<file path="src/hfadc_pkg.sv">
// Package of timing constants and enumerations for the half-flash converter host controller
package hfadc_pkg;
    // ========================================
    // Clock
    localparam int unsigned CLK_PERIOD_NS = 10;
    // ========================================
    // Timing figures in nanoseconds
    localparam int unsigned WAKE_NS = 900;             // Power-up plus acquisition after wake
    localparam int unsigned TRACK_INTERVAL_NS = 600;   // Acquisition between done and next start
    localparam int unsigned START_WIDTH_NS = 660;      // Start strobe low width
    localparam int unsigned AUTO_FINISH_DELAY_NS = 1600; // Longest start-rise to done delay
    localparam int unsigned EARLY_GAP_NS = 900;        // Start rise to early read strobe
    localparam int unsigned READ_WIDTH_NS = 500;       // Read strobe width, covers data access
    // ========================================
    // Cycle counts, least times rounded up
    localparam int unsigned WAKE_CYC = (WAKE_NS + CLK_PERIOD_NS - 1) / CLK_PERIOD_NS;
    localparam int unsigned TRACK_CYC = (TRACK_INTERVAL_NS + CLK_PERIOD_NS - 1) / CLK_PERIOD_NS;
    localparam int unsigned START_CYC = (START_WIDTH_NS + CLK_PERIOD_NS - 1) / CLK_PERIOD_NS;
    localparam int unsigned AUTO_CYC = (AUTO_FINISH_DELAY_NS + CLK_PERIOD_NS - 1) / CLK_PERIOD_NS;
    localparam int unsigned EARLY_CYC = (EARLY_GAP_NS + CLK_PERIOD_NS - 1) / CLK_PERIOD_NS;
    localparam int unsigned READ_CYC = (READ_WIDTH_NS + CLK_PERIOD_NS - 1) / CLK_PERIOD_NS;
    // ========================================
    // Widths
    localparam int unsigned CNT_W = 9;
    localparam int unsigned DATA_W = 8;
    // ========================================
    // Conversion styles
    typedef enum logic [1:0]
    {
        HFADC_STY_READ,
        HFADC_STY_WAIT_DONE,
        HFADC_STY_EARLY
    } hfadc_style_t;
    // ========================================
    // Sequencer states
    typedef enum logic [3:0]
    {
        HFADC_ST_SLEEP,
        HFADC_ST_WAKE,
        HFADC_ST_IDLE,
        HFADC_ST_START_LO,
        HFADC_ST_START_HI,
        HFADC_ST_RD_WAIT,
        HFADC_ST_READ,
        HFADC_ST_TRACK
    } hfadc_state_t;
endpackage

</file>
<file path="src/hfadc_host.sv">
// Host sequencer that drives the half-flash converter through its pins
`timescale 1ns/1ps
`default_nettype none
// Function
// [RULE_01] Device resolves upper then lower nibble
// [RULE_02] Sleep low shuts down, high wakes
// [RULE_03] Wait 900ns after wake before starting
// [RULE_04] Mode low read, high write-read
// [RULE_05] Read-mode conversion starts on read strobe
// [RULE_06] Ready open-drain low until conversion ends
// [RULE_07] Read-mode done low at end, cleared
// [RULE_08] Hold read strobe low until ready
// [RULE_09] Write-read conversion starts at start fall
// [RULE_10] Start rise latches upper nibble
// [RULE_11] Conversion end latches lower nibble, done
// [RULE_12] Read with chip select low gets result
// [RULE_13] Keep acquisition interval after done low
// [RULE_14] Done low after internal delay
// [RULE_15] Done cleared by strobe rise
// [RULE_16] Early read finishes conversion early
// [RULE_17] Early read drives done low
// [RULE_18] Stand-alone: chip select, read tied low
// [RULE_19] Straight binary output coding
// [RULE_20] Sleep: mode low, inputs high
// [RULE_21] Strobes ignored without chip select
// [RULE_22] Mode pin defaults low
// [RULE_23] Data bus tri-stated outside reads; the model drives the inverted latch instead
module hfadc_host
(
    input wire logic clk_sys,
    input wire logic rst_n,
    input wire logic req_start,
    input wire logic [1:0] req_style,
    input wire logic req_sleep,
    input wire logic [7:0] result_bits,
    input wire logic ready_in,
    input wire logic done_n_in,
    output logic sleep_n,
    output logic mode,
    output logic cs_n,
    output logic rd_n,
    output logic start_n,
    output logic start_oe_n,
    output logic busy,
    output logic sample_valid,
    output logic [7:0] sample
);
    // ========================================
    // Pin synchronisers: three stages, change counts when stage 2 and 3 agree
    logic [7:0] data_s1_q, data_s2_q, data_s3_q;
    logic [7:0] data_stable_q;
    logic [2:0] ready_s_q, done_s_q;
    logic ready_f_q, done_f_q;
    // Sequencer state
    hfadc_pkg::hfadc_state_t state_q, state_d;
    hfadc_pkg::hfadc_style_t style_q;
    logic [hfadc_pkg::CNT_W-1:0] cnt_q, cnt_d;
    logic sample_now;

    // Sync chains on all pins from the device
    always_ff @(posedge clk_sys)
    begin
        data_s1_q <= result_bits;
        data_s2_q <= data_s1_q;
        data_s3_q <= data_s2_q;
        ready_s_q <= {ready_s_q[1:0], ready_in};
        done_s_q <= {done_s_q[1:0], done_n_in};
    end

    // Filtered levels, updated only when the last two stages agree
    always_ff @(posedge clk_sys)
    begin
        if (!rst_n)
        begin
            data_stable_q <= 8'h00;
            ready_f_q <= 1'b1;
            done_f_q <= 1'b1;
        end
        else
        begin
            if (data_s2_q == data_s3_q)
                data_stable_q <= data_s3_q;
            if (ready_s_q[1] == ready_s_q[2])
                ready_f_q <= ready_s_q[2];
            if (done_s_q[1] == done_s_q[2])
                done_f_q <= done_s_q[2];
        end
    end

    // ========================================
    // Decoding
    wire cnt_zero = (cnt_q == '0);
    wire ready_hi = ready_f_q;
    wire done_lo = !done_f_q;
    wire is_read = (style_q == hfadc_pkg::HFADC_STY_READ);
    wire is_early = (style_q == hfadc_pkg::HFADC_STY_EARLY);

    // Loads a count from a cycle figure at the counter width
    function automatic logic [hfadc_pkg::CNT_W-1:0] cyc(input int unsigned n);
        cyc = hfadc_pkg::CNT_W'(n - 1);
    endfunction

    // Next-state logic
    always_comb
    begin
        state_d = state_q;
        cnt_d = cnt_zero ? cnt_q : cnt_q - 1'b1;
        sample_now = 1'b0;
        unique case (state_q)
            hfadc_pkg::HFADC_ST_SLEEP:
            begin
                // Leave shutdown on release of sleep request
                if (!req_sleep)
                begin
                    state_d = hfadc_pkg::HFADC_ST_WAKE; // RULE_02
                    cnt_d = cyc(hfadc_pkg::WAKE_CYC); // RULE_03
                end
            end
            hfadc_pkg::HFADC_ST_WAKE:
            begin
                // Power-up and acquisition wait
                if (cnt_zero)
                    state_d = hfadc_pkg::HFADC_ST_IDLE; // RULE_03
            end
            hfadc_pkg::HFADC_ST_IDLE:
            begin
                if (req_sleep)
                    state_d = hfadc_pkg::HFADC_ST_SLEEP;
                else if (req_start && req_style == 2'(hfadc_pkg::HFADC_STY_READ))
                    state_d = hfadc_pkg::HFADC_ST_RD_WAIT; // RULE_05
                else if (req_start)
                begin
                    state_d = hfadc_pkg::HFADC_ST_START_LO; // RULE_09
                    cnt_d = cyc(hfadc_pkg::START_CYC);
                end
            end
            hfadc_pkg::HFADC_ST_START_LO:
            begin
                // Start strobe low width
                if (cnt_zero)
                begin
                    state_d = hfadc_pkg::HFADC_ST_START_HI; // RULE_10
                    cnt_d = is_early ? cyc(hfadc_pkg::EARLY_CYC) : cyc(hfadc_pkg::AUTO_CYC);
                end
            end
            hfadc_pkg::HFADC_ST_START_HI:
            begin
                // Early read after fixed gap, or wait for done
                if (is_early ? cnt_zero : (done_lo || cnt_zero))
                begin
                    state_d = hfadc_pkg::HFADC_ST_READ; // RULE_14 RULE_16
                    cnt_d = cyc(hfadc_pkg::READ_CYC);
                end
            end
            hfadc_pkg::HFADC_ST_RD_WAIT:
            begin
                // Read strobe held low until ready releases high and done is low
                if (ready_hi && done_lo)
                begin
                    state_d = hfadc_pkg::HFADC_ST_READ; // RULE_08
                    cnt_d = cyc(hfadc_pkg::READ_CYC);
                end
            end
            hfadc_pkg::HFADC_ST_READ:
            begin
                // Data sampled at end of the read strobe
                if (cnt_zero)
                begin
                    sample_now = 1'b1; // RULE_12
                    state_d = hfadc_pkg::HFADC_ST_TRACK; // RULE_13
                    cnt_d = cyc(hfadc_pkg::TRACK_CYC);
                end
            end
            hfadc_pkg::HFADC_ST_TRACK:
            begin
                // Acquisition interval before a new start
                if (cnt_zero)
                    state_d = hfadc_pkg::HFADC_ST_IDLE; // RULE_13
            end
            default:
                state_d = hfadc_pkg::HFADC_ST_SLEEP;
        endcase
    end

    // ========================================
    // Pin values of each state
    wire in_sleep_d = (state_d == hfadc_pkg::HFADC_ST_SLEEP);
    wire cs_d = (state_d == hfadc_pkg::HFADC_ST_START_LO) || (state_d == hfadc_pkg::HFADC_ST_START_HI)
             || (state_d == hfadc_pkg::HFADC_ST_RD_WAIT) || (state_d == hfadc_pkg::HFADC_ST_READ);
    wire rd_d = (state_d == hfadc_pkg::HFADC_ST_RD_WAIT) || (state_d == hfadc_pkg::HFADC_ST_READ);
    wire mode_d = !in_sleep_d && !((state_d == hfadc_pkg::HFADC_ST_RD_WAIT)
                  || (state_d == hfadc_pkg::HFADC_ST_READ && is_read)
                  || (state_d == hfadc_pkg::HFADC_ST_IDLE) || (state_d == hfadc_pkg::HFADC_ST_WAKE)
                  || (state_d == hfadc_pkg::HFADC_ST_TRACK && is_read));
    wire start_drive_d = mode_d || in_sleep_d;

    // State, counter and style registers
    always_ff @(posedge clk_sys)
    begin
        if (!rst_n)
        begin
            state_q <= hfadc_pkg::HFADC_ST_SLEEP;
            cnt_q <= '0;
            style_q <= hfadc_pkg::HFADC_STY_READ;
        end
        else
        begin
            state_q <= state_d;
            cnt_q <= cnt_d;
            if (state_q == hfadc_pkg::HFADC_ST_IDLE && req_start)
                style_q <= hfadc_pkg::hfadc_style_t'(req_style);
        end
    end

    // Registered pin and user outputs
    always_ff @(posedge clk_sys)
    begin
        if (!rst_n)
        begin
            sleep_n <= 1'b0;
            mode <= 1'b0;
            cs_n <= 1'b1;
            rd_n <= 1'b1;
            start_n <= 1'b1;
            start_oe_n <= 1'b0;
            busy <= 1'b0;
            sample_valid <= 1'b0;
            sample <= 8'h00;
        end
        else
        begin
            sleep_n <= !in_sleep_d; // RULE_02
            mode <= mode_d; // RULE_04 RULE_20 RULE_22
            cs_n <= !cs_d; // RULE_21
            rd_n <= !rd_d; // RULE_05 RULE_12
            start_n <= !(state_d == hfadc_pkg::HFADC_ST_START_LO); // RULE_09 RULE_20
            start_oe_n <= !start_drive_d; // RULE_06
            busy <= !(state_d == hfadc_pkg::HFADC_ST_IDLE);
            sample_valid <= sample_now;
            if (sample_now)
                sample <= data_stable_q; // RULE_19
        end
    end

    // ========================================
    // Assertions
    logic [hfadc_pkg::CNT_W-1:0] wake_age_q, track_age_q;
    // Saturating ages since wake and since the read strobe last rose
    always_ff @(posedge clk_sys)
    begin
        if (!rst_n || !sleep_n)
            wake_age_q <= '0;
        else if (wake_age_q != '1)
            wake_age_q <= wake_age_q + 1'b1;
        if (!rst_n || !rd_n)
            track_age_q <= '0;
        else if (track_age_q != '1)
            track_age_q <= track_age_q + 1'b1;
    end

    a_wake_before_start: assert property (@(posedge clk_sys) disable iff (!rst_n)
        ($fell(start_n) || $fell(rd_n)) |-> wake_age_q >= hfadc_pkg::CNT_W'(hfadc_pkg::WAKE_CYC)) // RULE_03
        else $error("conversion started too soon after wake");
    a_start_pulse_width: assert property (@(posedge clk_sys) disable iff (!rst_n)
        $fell(start_n) |-> !start_n [*8]) // RULE_09
        else $error("start strobe too short");
    a_start_with_cs: assert property (@(posedge clk_sys) disable iff (!rst_n)
        !start_n |-> !cs_n && mode && !start_oe_n) // RULE_21
        else $error("start strobe without chip select");
    a_read_with_cs: assert property (@(posedge clk_sys) disable iff (!rst_n)
        !rd_n |-> !cs_n) // RULE_12
        else $error("read strobe without chip select");
    a_ready_released: assert property (@(posedge clk_sys) disable iff (!rst_n)
        !rd_n && !mode |-> start_oe_n) // RULE_06
        else $error("host drives shared ready pin in read mode");
    a_sleep_quiet: assert property (@(posedge clk_sys) disable iff (!rst_n)
        !sleep_n |-> !mode && cs_n && rd_n && start_n) // RULE_20
        else $error("inputs not parked during shutdown");
    a_track_gap: assert property (@(posedge clk_sys) disable iff (!rst_n)
        ($fell(start_n) || $fell(rd_n)) |-> track_age_q >= hfadc_pkg::CNT_W'(hfadc_pkg::TRACK_CYC)) // RULE_13
        else $error("acquisition interval violated");
    a_sample_on_read: assert property (@(posedge clk_sys) disable iff (!rst_n)
        sample_valid |-> !$past(rd_n) && $rose(rd_n)) // RULE_12
        else $error("sample taken outside read strobe");
    a_mode_stable: assert property (@(posedge clk_sys) disable iff (!rst_n)
        !cs_n && !$past(cs_n) |-> $stable(mode)) // RULE_04
        else $error("mode changed during access");

    c_read_mode: cover property (@(posedge clk_sys) disable iff (!rst_n)
        sample_valid && !mode);
    c_write_read: cover property (@(posedge clk_sys) disable iff (!rst_n)
        $fell(start_n) ##[1:600] sample_valid);
    c_wake: cover property (@(posedge clk_sys) disable iff (!rst_n)
        $rose(sleep_n));
endmodule
`default_nettype wire

</file>
<file path="config.mk">
export PLATFORM = sky130hd
export DESIGN_NAME = hfadc_host
export DESIGN_NICKNAME = d
export VERILOG_FILES = /design/src/hfadc_pkg.sv /design/src/hfadc_host.sv
export SDC_FILE = /design/constraint.sdc
export NUM_CORES = 1
export LEC_CHECK = 0
export BUFFER_PORTS_ARGS = -buffer_cell sky130_fd_sc_hd__buf_2
export CAP_MARGIN = 5
export CORE_UTILIZATION = 50
export DETAILED_ROUTE_END_ITERATION = 7
export PLACE_DENSITY = 0.7
export SLEW_MARGIN = 20
export SYNTH_ARGS = -nofsm -noshare
export SYNTH_HDL_FRONTEND = slang
export SYNTH_SLANG_ARGS = --single-unit
</file>
<file path="constraint.sdc">
create_clock -name clk_sys -period 5 [get_ports clk_sys]
set_input_delay 0 -clock clk_sys [delete_from_list [all_inputs] [get_ports clk_sys]]
set_output_delay 0 -clock clk_sys [all_outputs]
set_load 0.1 [all_outputs]
</file>
# Word level (Yosys, flattened, before mapping)

Cells that the tools add are included.

Memories kept: 0
ROM bits: 0
Input bits: 16
Latch bits: 0
Output and inout port bits: 16
RAM bits: 0
Register bits: 71

Divide/modulo/power cells: 0
Add/subtract/negate cells: 1
Eq/ne operators: 18
Reduce and logical (&&, ||, !) cells: 30
Multiply operators: 0
Shifts and indexed selects: 0
$lt $le $gt $ge: 0
Mux-type cells: 24
Bitwise logic cells: 0

Operator list:

| kind                                                 | number |
|---|---|
| two-way mux 9 bit                                    | 9 |
| one-hot mux 9 bit (6 select lines)                   | 1 |
| two-way mux 4 bit                                    | 9 |
| equality test 4 x 3 -> 1 bit (second input constant) | 8 |
| one-hot mux 4 bit (7 select lines)                   | 1 |
| equality test 4 x 2 -> 1 bit (second input constant) | 4 |
| logical OR 1 bit                                     | 10 |
| zero test 9 bit                                      | 1 |
| subtractor 9 x 1 -> 9 bit (second input constant)    | 1 |
| equality test 4 x 1 -> 1 bit (second input constant) | 2 |
| equality test 8 bit                                  | 1 |
| zero test 1 bit                                      | 8 |
| zero test 4 bit                                      | 2 |
| two-way mux 8 bit                                    | 1 |
| logical AND 1 bit                                    | 6 |
| zero test 2 bit                                      | 2 |
| two-way mux 1 bit                                    | 3 |
| equality test 1 bit                                  | 2 |
| equality test 2 bit (second input constant)          | 1 |
| OR reduction 2 bit                                   | 1 |

# Longest topological paths before layout

Depth in word-level cells: 15
Gate-level depth with buffers: 11
Depth with buffers taken out: 10

# Least setup slack after synthesis

OpenSTA, ideal clock, no wires.

Kind: register to register
From: reg cnt_q[3] (netlist name)
To: reg mode
Cell stages (with the launch flop): 7
Slack: 2786 ps
Arrival: 2115 ps
Setup time: 100 ps
Path buffers: 0
Cell sequence: dfxtp_1 > or3_4 > nor3_4 > mux2_2 > a221oi_4 > nor2_2 > a2111oi_4

Word-level cells in the longest chain between the ends: 13
Elaborated cells on any way between the ends: 23
Classes of those cells: eq/ne (5); mux (6); reduce/logical (12)

RTL lines:

| item                                 | line              | RTL |
|---|---|---|
| start: declaration                   | hfadc_host.sv:57  | `logic [hfadc_pkg::CNT_W-1:0] cnt_q, cnt_d;` |
| start signal: assignment             | hfadc_host.sv:209 | `cnt_q <= cnt_d;` |
| zero test 9 bit *                    | hfadc_host.sv:92  | `wire cnt_zero = (cnt_q == '0);` |
| logical OR 1 bit                     | hfadc_host.sv:149 | `if (is_early ? cnt_zero : (done_lo \|\| cnt_zero))` |
| two-way mux 1 bit                    | hfadc_host.sv:149 |  |
| two-way mux 4 bit                    | hfadc_host.sv:149 |  |
| one-hot mux 4 bit (7 select lines) * | hfadc_host.sv:109 | `unique case (state_q)` |
| equality test 4 x 3 -> 1 bit         | hfadc_host.sv:192 | `\|\| (state_d == hfadc_pkg::HFADC_ST_READ && is_read)` |
| logical AND 1 bit                    | hfadc_host.sv:192 |  |
| logical OR 1 bit                     | hfadc_host.sv:192 |  |
| logical OR 1 bit (2 in a row)        | hfadc_host.sv:193 | `\|\| (state_d == hfadc_pkg::HFADC_ST_IDLE) \|\| (state_d == hfadc_pkg::HFADC_ST_WAKE)` |
| logical OR 1 bit                     | hfadc_host.sv:194 | `\|\| (state_d == hfadc_pkg::HFADC_ST_TRACK && is_read));` |
| zero test 1 bit                      | hfadc_host.sv:191 | `wire mode_d = !in_sleep_d && !((state_d == hfadc_pkg::HFADC_ST_RD_WAIT)` |
| logical AND 1 bit *                  | hfadc_host.sv:191 |  |
| end signal: assignment               | hfadc_host.sv:233 | `mode <= mode_d;` |
| end: declaration                     | hfadc_host.sv:39  | `output logic mode,` |

Every way passes the cells marked *; elsewhere a longest branch is shown, timed or not.
A chain may end at the register's enable or synchronous reset.

# Worst setup path in the final report

From: reg cnt_q[0] (netlist name)
To: reg mode

The elaborated chain is that of the path after synthesis.

==> impl_summary.md <==
Die
After floorplanning, the core was sized to cover 5205 um^2. For this configuration, the core starts out at a cell density of 53.15%. Pin placement for this block handled 32 I/O pins. The die is 76.38 um tall.

The die covers 5834 um^2. Measured along the x axis, the die boundary spans 76.38 um. In this run the core area contains 26 standard-cell rows.

Finish
Cells fill 63.63% of the core in the end. After routing the design area is 3312 um^2. The multi-input logic area is 1279 um^2. In the final design database the tool counted 350 nets. 0 antenna diodes ended up in the layout. The layout has 438 filler cells. Registers take 1421 um^2. The share of post-route cells with drive strength above 1 is 18.45%. The area added between synthesis and finish is 19.72%.

Timing
The worst hold slack after final layout is 0.1432 ns. The final setup skew is 0.009427 ns. The total count of max-transition violations in the final report is 0. The slew at the pin with the worst max-slew slack is 0.7980 ns. Measured against its own limit, the worst slew margin works out to 45.43%. Counting I/O delays and the setup requirement, the final critical path takes 2.532 ns.

The number of hold violations in the final report came to 0. Setup violations remaining at the end of the flow were counted as 0. The top achievable clock speed is 0.3949 GHz. Setup repair after global routing left no endpoint under its margin. The final sum of negative setup slack is 0 ns. The final critical path takes up 50.64% of the cycle.

GRT
The met1 capacity usage during global routing is 25.68%. The busiest layer in global routing is met2. Global routing finished with a remaining overflow of 0. The met2 layer usage reported by global route is 34.41%.

The number of antenna violations at the first check in global routing came to 0. The via count of the first global-routing pass came to 2,063. Global routing used 5.629% of the available met3 tracks. The maximum number of pins on one net before global-route repair is 18. Global routing used 20.95% of the available tracks across all layers.

The wire length of the first global-routing pass is 9528 um.

Synth
The synthesized netlist cell count is 284. The post-synthesis area per instance is 9.741 um^2. The post-synthesis instance area is 2766 um^2. The total of flip-flops plus latches after synthesis is 71. For this run, the leading register cell type out of synthesis is sky130_fd_sc_hd__dfxtp_1. The number of nets handed over by synthesis was 303. sky130_fd_sc_hd__dfxtp_1 takes more of the synthesized area than any other cell. The portion of synthesized cell area occupied by the leading cell type is 51.38%.

The count of yosys warnings during synthesis is 0. The count of flip-flops with a built-in enable after synthesis is 0. Yosys attributes the largest share of cell area to sky130_fd_sc_hd__dfxtp_1, sky130_fd_sc_hd__nor2_1, sky130_fd_sc_hd__a21oi_1, sky130_fd_sc_hd__mux2i_1, sky130_fd_sc_hd__nand2_1.

The distinct cell type count after synthesis is 57. The proportion of synthesized flip-flops having asynchronous set or reset is 0%. The sequential-to-total area share from yosys stat is 51.38%.

Power
In this run the static leakage power is 0.001310 uW. The switching power is 522.1 uW. Sequential cells burn 42.9% of the power. The worst-case IR drop observed on VDD is 0.0004052 V. Cell internal power was estimated by the tool at 1036 uW. The total power after layout is 1558 uW. The clock network fraction of total power is 30.3%. Combinational cells account for 26.8% of the total power.

Dividing total power by cell area gives a power density of 470.4 nW/um^2. The switching share of total power is 33.51%.

Run
The number of maximum-capacitance violations is 0.

Worst setup path
The worst setup path is captured at a flop. Walking the worst path, the cells encountered are inv_1 -> ha_1 -> nor2b_1 -> a32oi_1 -> o21ai_0 -> a221o_2 -> nor2_2 -> a2111oi_4. The critical path arrival is 2.78 ns. For this run, the slowest stage of the critical path takes 0.54 ns. Of all nets on the critical path, the largest fanout is 6. The data required time of the worst path is 5.25 ns. The worst setup path is launched from a flop. The worst setup path is of the flop to flop kind. The largest delay contributor family on the critical path is compound AO/OA/AOI/OAI gates.

The library cell contributing the largest single delay on the critical path is sky130_fd_sc_hd__o21ai_0. The worst path buffer plus inverter count is 1.

Place
The area after detailed placement is 2977 um^2. The HPWL after detailed placement is 3861 um. The global placer's final weighted congestion is 0.9351.

In this run the tool buffered the top-level ports with 31 buffer cells.

Drt
After detailed routing, the average wire length per cell comes to 14.19 um. The final layout contains routed wiring with a total length of 5760 um. For this run, design rule violations remaining after detail routing come to 0. Dividing the detail-routed via count by the number of cells gives 5.352. The number of routed nets with antenna violations is 0. The detailed router placed 2,173 vias in this run. The first routing iteration left 203 violations. The count of TritonRoute iterations in the first routing pass is 4.

Clock network
The number of clock buffers inserted by TritonCTS is 9. The cell sitting at the root of the clock tree is a sky130_fd_sc_hd__clkbuf_8. After clock tree synthesis, the clock-pin slew on the worst setup and hold paths is 0.08 ns. The clock reaches the later pin of the worst-skew pair after 0.35 ns. Clock tree synthesis found a total of 71 sinks.

The H-tree depth is 3. The maximum buffer depth of the clock tree is 2. The CTS tree is yes.

Worst hold path
The worst min-delay path category is input port to flop.

Status
The run finished with clean final reports.
[Yosys cell counts, types with 2 or more instances]
cell / instances
sky130_fd_sc_hd__a211oi_1: 2
sky130_fd_sc_hd__a21oi_1: 25
sky130_fd_sc_hd__a221oi_1: 4
sky130_fd_sc_hd__and2_1: 3
sky130_fd_sc_hd__buf_2: 2
sky130_fd_sc_hd__clkbuf_1: 5
sky130_fd_sc_hd__dfxtp_1: 71
sky130_fd_sc_hd__ha_1: 3
sky130_fd_sc_hd__inv_1: 5
sky130_fd_sc_hd__mux2i_1: 11
sky130_fd_sc_hd__nand2_1: 28
sky130_fd_sc_hd__nand2b_1: 5
sky130_fd_sc_hd__nand3_1: 4
sky130_fd_sc_hd__nand4_1: 4
sky130_fd_sc_hd__nor2_1: 34
sky130_fd_sc_hd__nor2b_1: 9
sky130_fd_sc_hd__nor3_1: 4
sky130_fd_sc_hd__nor3_4: 2
sky130_fd_sc_hd__nor4_1: 2
sky130_fd_sc_hd__o211a_1: 2
sky130_fd_sc_hd__o21ai_0: 10
sky130_fd_sc_hd__o31a_1: 2
sky130_fd_sc_hd__or3_4: 2
sky130_fd_sc_hd__xnor2_1: 10
sky130_fd_sc_hd__xor2_1: 3
[logic make-up after synthesis]
family | count (synthesis) | synth area share, %
and+or+nand+nor | 105 | 19.49
DFF | 71 | 51.38
AOI/OAI and AO/OA | 63 | 16.74
buffers and inverters | 16 | 2.397
xor gates and xnor gates | 13 | 4.116
muxes | 12 | 4.387
adders and majority gates | 3 | 1.357
other | 1 | 0.1356
[routing by layer]
metal  vias up  wire length, um  share of wire, %
li1       1091                -                 -
met5         -                0                 0
met1      1004             2634                46
met3        12              339               5.9
met4         0              110               1.9
met2        66             2674                46
[tightest hold or removal path: cells and delay by family]
kind                   cells  cell delay [ns]
and+or+nand+nor            2             0.23
muxes                      1             0.10
buffers and inverters      1             0.13
[what timing repair did]
action | in CTS | in global routing
resized for setup | 0 | 0
buffers inserted | 0 | 0
hold buffers | 13 | 0
hold endpoints to repair | 14 | 0
[metrics by stage]
step,worst slack [ns],instances
detailed placement,2.555,377
CTS,2.508,406
global route,2.244,406
global placement,2.599,377
floorplan,2.786,284
finish,2.468,406
[sequential cells by signal, indices dropped and copies added, names as in the netlist]
register and cells:
data_s3_q 8, done_s_q 3, sample_valid 1, sleep_n 1, style_q 2, data_s1_q 8, busy 1, ready_f_q 1
mode 1, start_n 1, rd_n 1, data_stable_q 8, done_f_q 1, ready_s_q 3, sample 8, data_s2_q 8
cs_n 1, state_q 4, start_oe_n 1, cnt_q 9
[placed cells by master, fill, tap and decap left out, types with 2 or more instances in the layout]
cell type and count:
sky130_fd_sc_hd__a211oi_1 2, sky130_fd_sc_hd__a21oi_1 25, sky130_fd_sc_hd__a221oi_1 4, sky130_fd_sc_hd__and2_1 3, sky130_fd_sc_hd__buf_2 31, sky130_fd_sc_hd__clkbuf_8 10
sky130_fd_sc_hd__clkinvlp_4 2, sky130_fd_sc_hd__dfxtp_1 71, sky130_fd_sc_hd__dlygate4sd3_1 13, sky130_fd_sc_hd__ha_1 3, sky130_fd_sc_hd__inv_1 5, sky130_fd_sc_hd__inv_6 2
sky130_fd_sc_hd__mux2i_1 11, sky130_fd_sc_hd__nand2_1 28, sky130_fd_sc_hd__nand2b_1 5, sky130_fd_sc_hd__nand3_1 4, sky130_fd_sc_hd__nand4_1 4, sky130_fd_sc_hd__nor2_1 34
sky130_fd_sc_hd__nor2b_1 9, sky130_fd_sc_hd__nor3_1 4, sky130_fd_sc_hd__nor3_4 2, sky130_fd_sc_hd__nor4_1 2, sky130_fd_sc_hd__o211a_1 2, sky130_fd_sc_hd__o21ai_0 10
sky130_fd_sc_hd__o31a_1 2, sky130_fd_sc_hd__or3_4 2, sky130_fd_sc_hd__xnor2_1 10, sky130_fd_sc_hd__xor2_1 3
[layout make-up]
class / instances / share of cell area [%]
Clock buffer: 10 / 4.156
Clock inverter: 6 / 2.040
Inverter: 7 / 0.7934
Multi-Input combinational cell: 197 / 38.61
Sequential cell: 71 / 42.92
Tap cell: 70 / 2.645
Timing Repair Buffer: 45 / 8.840
[power by group through the flow]
stage | Sequential [uW] | Clock, uW | Combinational, uW
finish | 668 | 472 | 418
CTS | 667 | 478 | 415
floorplan | 687 | 0 | 316
global placement | 677 | 0 | 401
detailed placement | 680 | 0 | 403
global route | 676 | 502 | 459
[path summary, 6_finish.rpt]
kind / startpoint / slack [ns] / endpoint / cells past startpoint
max reg2reg: cnt_q[0]$_SDFF_PN0_ / 2.47 / mode$_SDFF_PN0_ / 8
max: cnt_q[0]$_SDFF_PN0_ / 2.47 / mode$_SDFF_PN0_ / 8
min: req_start / 0.14 / style_q[1]$_SDFFE_PN0P_ / 4
min reg2reg: data_s1_q[0]$_DFF_P_ / 0.33 / data_s2_q[0]$_DFF_P_ / 0
(Power assumes the default switching activity.)
